**src/ftb_pkg.sv**
```systemverilog
package ftb_pkg;
    // register offsets on the host register port
    localparam logic [7:0] FTB_OFS_THRESH = 8'h06;
    localparam logic [7:0] FTB_OFS_IDENT = 8'h08;
    localparam logic [7:0] FTB_OFS_ADDR = 8'h09;
    // widths
    localparam int FTB_DATA_W = 16;
    localparam int FTB_THR_W = 6;
    localparam int FTB_CNT_W = 7;
    localparam int FTB_TADDR_W = 7;
    // field positions
    localparam int FTB_THR_LSB = 8;
    localparam int FTB_THR_MSB = 13;
    localparam int FTB_TADDR_LSB = 1;
    localparam int FTB_TADDR_MSB = 7;
    localparam int FTB_UNLOCK_LSB = 8;
    localparam int FTB_UNLOCK_MSB = 15;
    // reset values
    localparam logic [5:0] FTB_THR_RST = 6'h00;
    localparam logic [6:0] FTB_TADDR_RST = 7'h64;
    localparam logic [15:0] FTB_RDATA_RST = 16'h0000;
    // identification values, arbitrary
    localparam logic [7:0] FTB_REV_CODE = 8'h01;
    localparam logic [7:0] FTB_PART_CODE = 8'h5A;
    // unlock byte written alongside a new target address
    localparam logic [7:0] FTB_UNLOCK_KEY = 8'hAD;
    // enabling codes of the address change key register
    localparam logic [15:0] FTB_KEY_ALWAYS = 16'h04AD;
    localparam logic [15:0] FTB_KEY_GPIO0 = 16'h44AD;
    localparam logic [15:0] FTB_KEY_GPIO1 = 16'h84AD;
    localparam logic [15:0] FTB_KEY_BOTH = 16'hC4AD;
endpackage : ftb_pkg

```
**src/ftb_fifo_irq.sv**
```systemverilog
`timescale 1ns/100ps
module ftb_fifo_irq
    import ftb_pkg::*;
(
    input wire logic sys_clk, // system clock
    input wire logic rstn, // sync reset, active low
    input wire logic [FTB_CNT_W-1:0] fifo_word_count, // words held in the fifo
    input wire logic [FTB_THR_W-1:0] threshold, // programmed level threshold
    input wire logic fifo_irq_mask, // 1 blocks the interrupt
    output logic fifo_irq // level interrupt, registered
);
    logic fifo_irq_ff; // interrupt level flop
    logic nxt_fifo_irq; // next interrupt level
    logic above; // count strictly above threshold

    // compare every cycle, level follows the result with no latching
    always_comb begin
        above = (fifo_word_count > {1'b0, threshold});
        nxt_fifo_irq = above && !fifo_irq_mask;
    end

    // register the level
    always_ff @(posedge sys_clk) begin
        if (!rstn) begin
            fifo_irq_ff <= 1'b0;
        end else begin
            fifo_irq_ff <= nxt_fifo_irq;
        end
    end

    assign fifo_irq = fifo_irq_ff;
endmodule : ftb_fifo_irq

```
**src/ftb_regs.sv**
```systemverilog
`timescale 1ns/100ps
module ftb_regs
    import ftb_pkg::*;
(
    input wire logic sys_clk, // system clock, 50 MHz
    input wire logic rstn, // sync reset, active low
    input wire logic [7:0] reg_addr, // register address from serial port
    input wire logic reg_wr, // write strobe, one cycle
    input wire logic reg_rd, // read strobe, one cycle
    input wire logic [FTB_DATA_W-1:0] reg_wdata, // write data
    output logic [FTB_DATA_W-1:0] reg_rdata, // read data, registered
    output logic reg_rvalid, // read data valid pulse
    input wire logic [FTB_CNT_W-1:0] fifo_word_count, // fifo fill level
    input wire logic fifo_irq_mask, // mask bit from interrupt mask register
    input wire logic [15:0] address_change_key, // key register contents
    input wire logic gpio0_level, // gpio0 pin level
    input wire logic gpio1_level, // gpio1 pin level
    output logic fifo_irq, // fifo threshold interrupt level
    output logic [FTB_TADDR_W-1:0] bus_target_address // two-wire target address
);
    logic [FTB_THR_W-1:0] thr_ff; // fifo_level_threshold
    logic [FTB_THR_W-1:0] nxt_thr;
    logic [FTB_TADDR_W-1:0] taddr_ff; // bus target address
    logic [FTB_TADDR_W-1:0] nxt_taddr;
    logic [FTB_DATA_W-1:0] rdata_ff; // read data
    logic [FTB_DATA_W-1:0] nxt_rdata;
    logic rvalid_ff; // read valid
    logic nxt_rvalid;
    logic key_open; // address change allowed by key and pins
    logic unlock_ok; // unlock byte present in the write

    // key decode for keyed address change
    always_comb begin
        case (address_change_key)
            FTB_KEY_ALWAYS: key_open = 1'b1;
            FTB_KEY_GPIO0: key_open = gpio0_level;
            FTB_KEY_GPIO1: key_open = gpio1_level;
            FTB_KEY_BOTH: key_open = gpio0_level && gpio1_level;
            default: key_open = 1'b0; // locked
        endcase
        unlock_ok = (reg_wdata[FTB_UNLOCK_MSB:FTB_UNLOCK_LSB] == FTB_UNLOCK_KEY);
    end

    // next values of the writable fields
    always_comb begin
        nxt_thr = thr_ff;
        nxt_taddr = taddr_ff;
        if (reg_wr && reg_addr == FTB_OFS_THRESH) begin
            nxt_thr = reg_wdata[FTB_THR_MSB:FTB_THR_LSB]; // reserved bits dropped
        end
        if (reg_wr && reg_addr == FTB_OFS_ADDR && unlock_ok && key_open) begin
            nxt_taddr = reg_wdata[FTB_TADDR_MSB:FTB_TADDR_LSB];
        end
    end

    // field registers
    always_ff @(posedge sys_clk) begin
        if (!rstn) begin
            thr_ff <= FTB_THR_RST;
            taddr_ff <= FTB_TADDR_RST;
        end else begin
            thr_ff <= nxt_thr;
            taddr_ff <= nxt_taddr;
        end
    end

    // read mux, unmapped and write-only bits read zero
    always_comb begin
        nxt_rdata = rdata_ff;
        nxt_rvalid = reg_rd;
        if (reg_rd) begin
            case (reg_addr)
                FTB_OFS_THRESH: nxt_rdata = {2'h0, thr_ff, 8'h00};
                FTB_OFS_IDENT: nxt_rdata = {FTB_REV_CODE, FTB_PART_CODE};
                FTB_OFS_ADDR: nxt_rdata = {8'h00, taddr_ff, 1'b0}; // unlock byte reads zero
                default: nxt_rdata = FTB_RDATA_RST; // unmapped
            endcase
        end
    end

    // read port registers
    always_ff @(posedge sys_clk) begin
        if (!rstn) begin
            rdata_ff <= FTB_RDATA_RST;
            rvalid_ff <= 1'b0;
        end else begin
            rdata_ff <= nxt_rdata;
            rvalid_ff <= nxt_rvalid;
        end
    end

    assign reg_rdata = rdata_ff;
    assign reg_rvalid = rvalid_ff;
    assign bus_target_address = taddr_ff;

    // threshold compare and interrupt level
    ftb_fifo_irq u_fifo_irq (
        .sys_clk(sys_clk),
        .rstn(rstn),
        .fifo_word_count(fifo_word_count),
        .threshold(thr_ff),
        .fifo_irq_mask(fifo_irq_mask),
        .fifo_irq(fifo_irq)
    );
endmodule : ftb_regs

```
**config.mk**
```make
export PLATFORM = sky130hd
export DESIGN_NAME = ftb_regs
export DESIGN_NICKNAME = d
export VERILOG_FILES = /design/src/ftb_pkg.sv /design/src/ftb_fifo_irq.sv /design/src/ftb_regs.sv
export SDC_FILE = /design/constraint.sdc
export NUM_CORES = 1
export LEC_CHECK = 0
export ABC_AREA = 1
export BUFFER_PORTS_ARGS = -buffer_cell sky130_fd_sc_hd__buf_2
export CORE_MARGIN = 4
export CORE_UTILIZATION = 48
export CTS_CLUSTER_SIZE = 14
export DETAILED_ROUTE_END_ITERATION = 12
export PLACE_DENSITY = 0.95
export SLEW_MARGIN = 20
export SYNTH_ARGS = -nofsm -noshare
export SYNTH_HDL_FRONTEND = slang
export SYNTH_HIERARCHICAL = 1
export SYNTH_SLANG_ARGS = --single-unit
```
**constraint.sdc**
```tcl
create_clock -name sys_clk -period 4 [get_ports sys_clk]
set_clock_uncertainty 0.2 [all_clocks]
set_input_delay 0.4 -clock sys_clk [delete_from_list [all_inputs] [get_ports sys_clk]]
set_output_delay 0.4 -clock sys_clk [all_outputs]
set_load 0.005 [all_outputs]
```
Word level (Yosys, flattened, before mapping)
Index checks and enable logic that the tools add are counted.

storage, ports and cells
  bits in registers = 31
  bits of input ports = 54
  output and inout port bits = 25
  word-level logic and storage cells = 23

cells by class
  magnitude comparators = 1
  eq/ne operators = 8
  muxes and demuxes = 2
  reduce and logical (&&, ||, !) cells = 7

operator list
  cell                                             number
  case mux 14 bit (3 select lines)                 1
  == test 16 bit, second input constant            2
  == test 16 x 11 -> 1 bit, second input constant  1
  == test 16 x 15 -> 1 bit, second input constant  1
  == test 8 x 4 -> 1 bit, second input constant    2
  == test 8 x 3 -> 1 bit, second input constant    1
  == test 8 bit, second input constant             1
  > comparator 7 x 6 -> 1 bit                      1
  logical AND 1 bit                                6
  case mux 1 bit (4 select lines)                  1
  logical NOT 1 bit                                1

Depth between registers and ports, before layout
  depth in word-level cells = 4
  mapped depth = 11
  gate-level depth less buffers = 10

Modules after synthesis
Netlist, hierarchy kept.

modules (own cells, without submodules)
  module        instances  cells an instance  area each (um^2)  seq. area each (um^2)
  ftb_regs      1          183                1262.5            540.5
  ftb_fifo_irq  1          34                 209.0             20.0

Least setup slack after synthesis
OpenSTA, ideal clock, no wires.

  path kind = input -> register
  start = in reg_wr
  end = reg taddr_ff[0], in the netlist bus_target_address[0]
  setup time = 0.113 ns
  arrival = 1.108 ns
  setup slack = 2.579 ns
  stages on the path = 9
  cell sequence = buf_6 > nand2_4 > nor2_4 > nand2_2 > nor2_2 > nand3_2 > buf_6 > nor2_1 > nor2_1

between the ends
  word-level cells in the longest chain between the ends = 3

RTL lines
  item                            RTL line        RTL
  start: declaration              ftb_regs.sv:8   input wire logic reg_wr,
  logical AND 1 bit (3 in a row)  ftb_regs.sv:51  if (reg_wr && reg_addr == FTB_OFS_ADDR && unlock_ok && key_open) begin
  end signal: assignment          ftb_regs.sv:63  taddr_ff <= nxt_taddr;
  end: declaration                ftb_regs.sv:23  logic [FTB_TADDR_W-1:0] taddr_ff;

Every way passes these cells.
A chain may end at the register's enable or synchronous reset.

Worst setup path in the final report
  start = in reg_addr[5]
  end = reg taddr_ff[2], in the netlist bus_target_address[2]

between the ends
  word-level cells in the longest chain between the ends = 4

RTL lines
  item                            RTL line        RTL
  start: declaration              ftb_regs.sv:7   input wire logic [7:0] reg_addr,
  == test 8 x 4 -> 1 bit          ftb_regs.sv:51
  logical AND 1 bit (3 in a row)  ftb_regs.sv:51

Every way passes these cells.

==> out/metrics.yaml <==
status:
  status: "finished clean"
critical_path:
  critPathTopFamily: "simple AND/OR/NAND/NOR gates"
  slowest_stage: "nor2_1"
  max_stage_delay_ns: 0.57
  cp_cell_sequence: "buf_2, nor2_1, nand2_1, nor2_1, nand3_2, nand2_1, nand3_1"
  required_ns: 4.00
  cp-start-kind: "primary input"
  crit_path_end_kind: "register"
  worstPathArrival_ns: 1.83
  critPathKind: "in -> reg"
  path_buf_inv: 1
  crit_fanout: 11
clock_tree:
  htree_levels: 1
  clk_latency_ns: 0.32
  cts-root-to-sink-buffers: 2
  ctsResizeCount: 0
  postCtsSetupBuffers: 0
  path_clk_slew_ns: 0.15
  ctsRootBufferMaster: "clkbuf_4"
  cts_sinks: 28
  cts_tree: "yes"
  postCtsHoldBufs: 0
  cts_made_buffers: 3
pwr:
  p_int_uw: 423
  p_seq_share_pct: 53.1
  switchingPower_uw: 122
  swShare_pct: 22.4
  peakVddDrop_uv: 169
  cellLeakagePower_nw: 0.963
  totalPowerFinal_uw: 545
  power.density_nw_per_um2: 292
  p_comb_share_pct: 13.3
  clockPowerShare_pct: 33.5
floorplanning:
  num_io_pins: 79
  fp-row-count: 19
  start_util_pct: 51.6
  core_um2: 2850
  fp.dieH_um: 63.4
  die_area_um2: 4020
  die_w_um: 63.4
finish:
  diodes: 0
  fin_nets: 347
  drive_above_1_share_pct: 30.4
  final_util_pct: 65.4
  syn_to_final_growth_pct: 26.9
  fillers: 277
  final_common_cell: "buf_2"
  final_cell_mix: "74 x buf_2, 56 x nand2_1, 30 x inv_1"
placement:
  place_ws_ns: 1.85
  gp_congestion: 0.777
  dpl.hpwl_um: 2780
  portBuffers: 74
timing:
  worst_slew_pin_slew_ns: 0.697
  fin_setup_tns_ns: 0
  hold_viol_final: 0
  fin_crit_sh_pct: 45.6
  rsz0062_at_grt: "false"
  setup_viol: 0
  layout_min_cycle_time_ns: 1.82
  fin_ws_ns: 2.18
  whs_ns: 0.0845
  clock.fmax_mhz: 548
  max_slew_margin_pct: 53.3
  slew_viol_final: 0
route:
  first_iter_violations: 70
  drc: 0
  vias: 1559
  routed_wl_um: 3450
  vias_per_cell: 4.92
  first_pass_iters: 4
  final_antenna_net_count: 0
  routedWlPerCell_um: 10.9
logic_synthesis:
  synth-seq-cells: 28
  avgSynthCellArea_um2: 6.78
  synth.distinct_cells: 23
  netlist_area_um2: 1470
  netlist_instances: 217
  synth_top_area_share_pct: 38.1
  synth_area_leaders: "dfxtp_1 38%, nand2_1 14%, inv_1 7.7%"
  yosysWarnings: 6
  synth-seq-area-share_pct: 38.1
  netlist.top_cell.by_area: "dfxtp_1"
hold_path:
  hold_class: "in -> reg"
global_routing:
  grt_start_max_net_pins: 24
  antenna_found_initial: 0
  first_global_vias: 1378
  grtUsageTotal_pct: 17.4
  grt_pass1_wl_um: 5770
  globalRoute.totalOverflow: 0
run:
  maxCapViolations: 0
-- flip-flops by register name (all words and copies together) (netlist names) --
| name | flops |
|---|---|
| reg_rvalid | 1 |
| u_fifo_irq/fifo_irq | 1 |
| reg_rdata | 13 |
| bus_target_address | 7 |
| thr_ff | 6 |
-- cell usage after synthesis --
library cell and count:
a21oi_1 22, buf_2 2, buf_4 4, buf_6 2
clkbuf_1 3, conb_1 1, dfxtp_1 28, ha_1 6
inv_1 30, inv_2 2, nand2_1 56, nand2_2 1
nand2_4 1, nand3_1 13, nand3_2 1, nand3b_1 3
nand4_1 3, nor2_1 20, nor2_2 3, nor2_4 1
o21a_1 1, o21ai_0 13, or2_0 1
-- power groups by stage --
| stage | sequential (mW) | combinational, mW | clock [mW] |
|---|---|---|---|
| finish | 0.290 | 0.0727 | 0.183 |
| global route | 0.291 | 0.0837 | 0.198 |
| CTS | 0.290 | 0.0729 | 0.188 |
| detailed placement | 0.296 | 0.0726 | 0 |
| global placement | 0.295 | 0.0705 | 0 |
| floorplan | 0.296 | 0.0360 | 0 |
-- area by class of cell --
cell class                 instances  area (µm²)  area share [%]
multi-input combinational        148         724            38.8
sequential                        28         561            30.0
timing repair buffer              74         370            19.8
inverter                          32         120            6.43
tap                               31        38.8            2.08
clock inverter                     1        30.0            1.61
clock buffer                       3        22.5            1.21
-- stage by stage --
step / cells / area [µm²]
CTS: 317 / 1870
detailed placement: 313 / 1810
finish: 317 / 1870
global placement: 313 / 1810
floorplan: 219 / 1480
global route: 317 / 1870
-- final timing paths --
kind | from | to | slack (ns) | cells past startpoint
worst max-delay path | reg_addr[5] | bus_target_address[2]$_SDFFE_PN1P_ | 2.18 | 7
worst min-delay path | reg_wdata[4] | bus_target_address[3]$_SDFFE_PN0P_ | 0.08 | 3
worst max register to register | thr_ff[2]$_SDFFE_PN0P_ | u_fifo_irq/fifo_irq$_SDFF_PN0_ | 2.66 | 6
worst min register to register | bus_target_address[1]$_SDFFE_PN0P_ | reg_rdata[2]$_SDFFE_PN0P_ | 0.29 | 2
-- cells by family (layout without fill, tap and decap cells) --
family / count (synthesis) / in the layout / synth area share [%]
other: 1 / 3 / 0.255
AOI/OAI and AO/OA: 36 / 36 / 12.4
DFF: 28 / 28 / 38.1
and+or+nand+nor: 103 / 103 / 31.0
buffers and inverters: 43 / 110 / 13.2
adders and majority gates: 6 / 6 / 5.10
-- worst min-delay path: cells and delay by family --
kind,cells,cell delay (ns)
and+or+nand+nor,2,0.11
buffers and inverters,1,0.07
-- metal layers --
layer | vias to the layer above | share of wire, % | routed length (µm) | global-route usage, %
met4 | 0 | 0.78 | 27 | 5.66
met5 | - | 0 | 0 | 0
li1 | 814 | - | - | -
met2 | 64 | 50 | 1710 | 31.9
met3 | 2 | 7.4 | 255 | 2.13
met1 | 679 | 42 | 1460 | 20.9
Note: power is estimated with default switching activity, not from simulation.
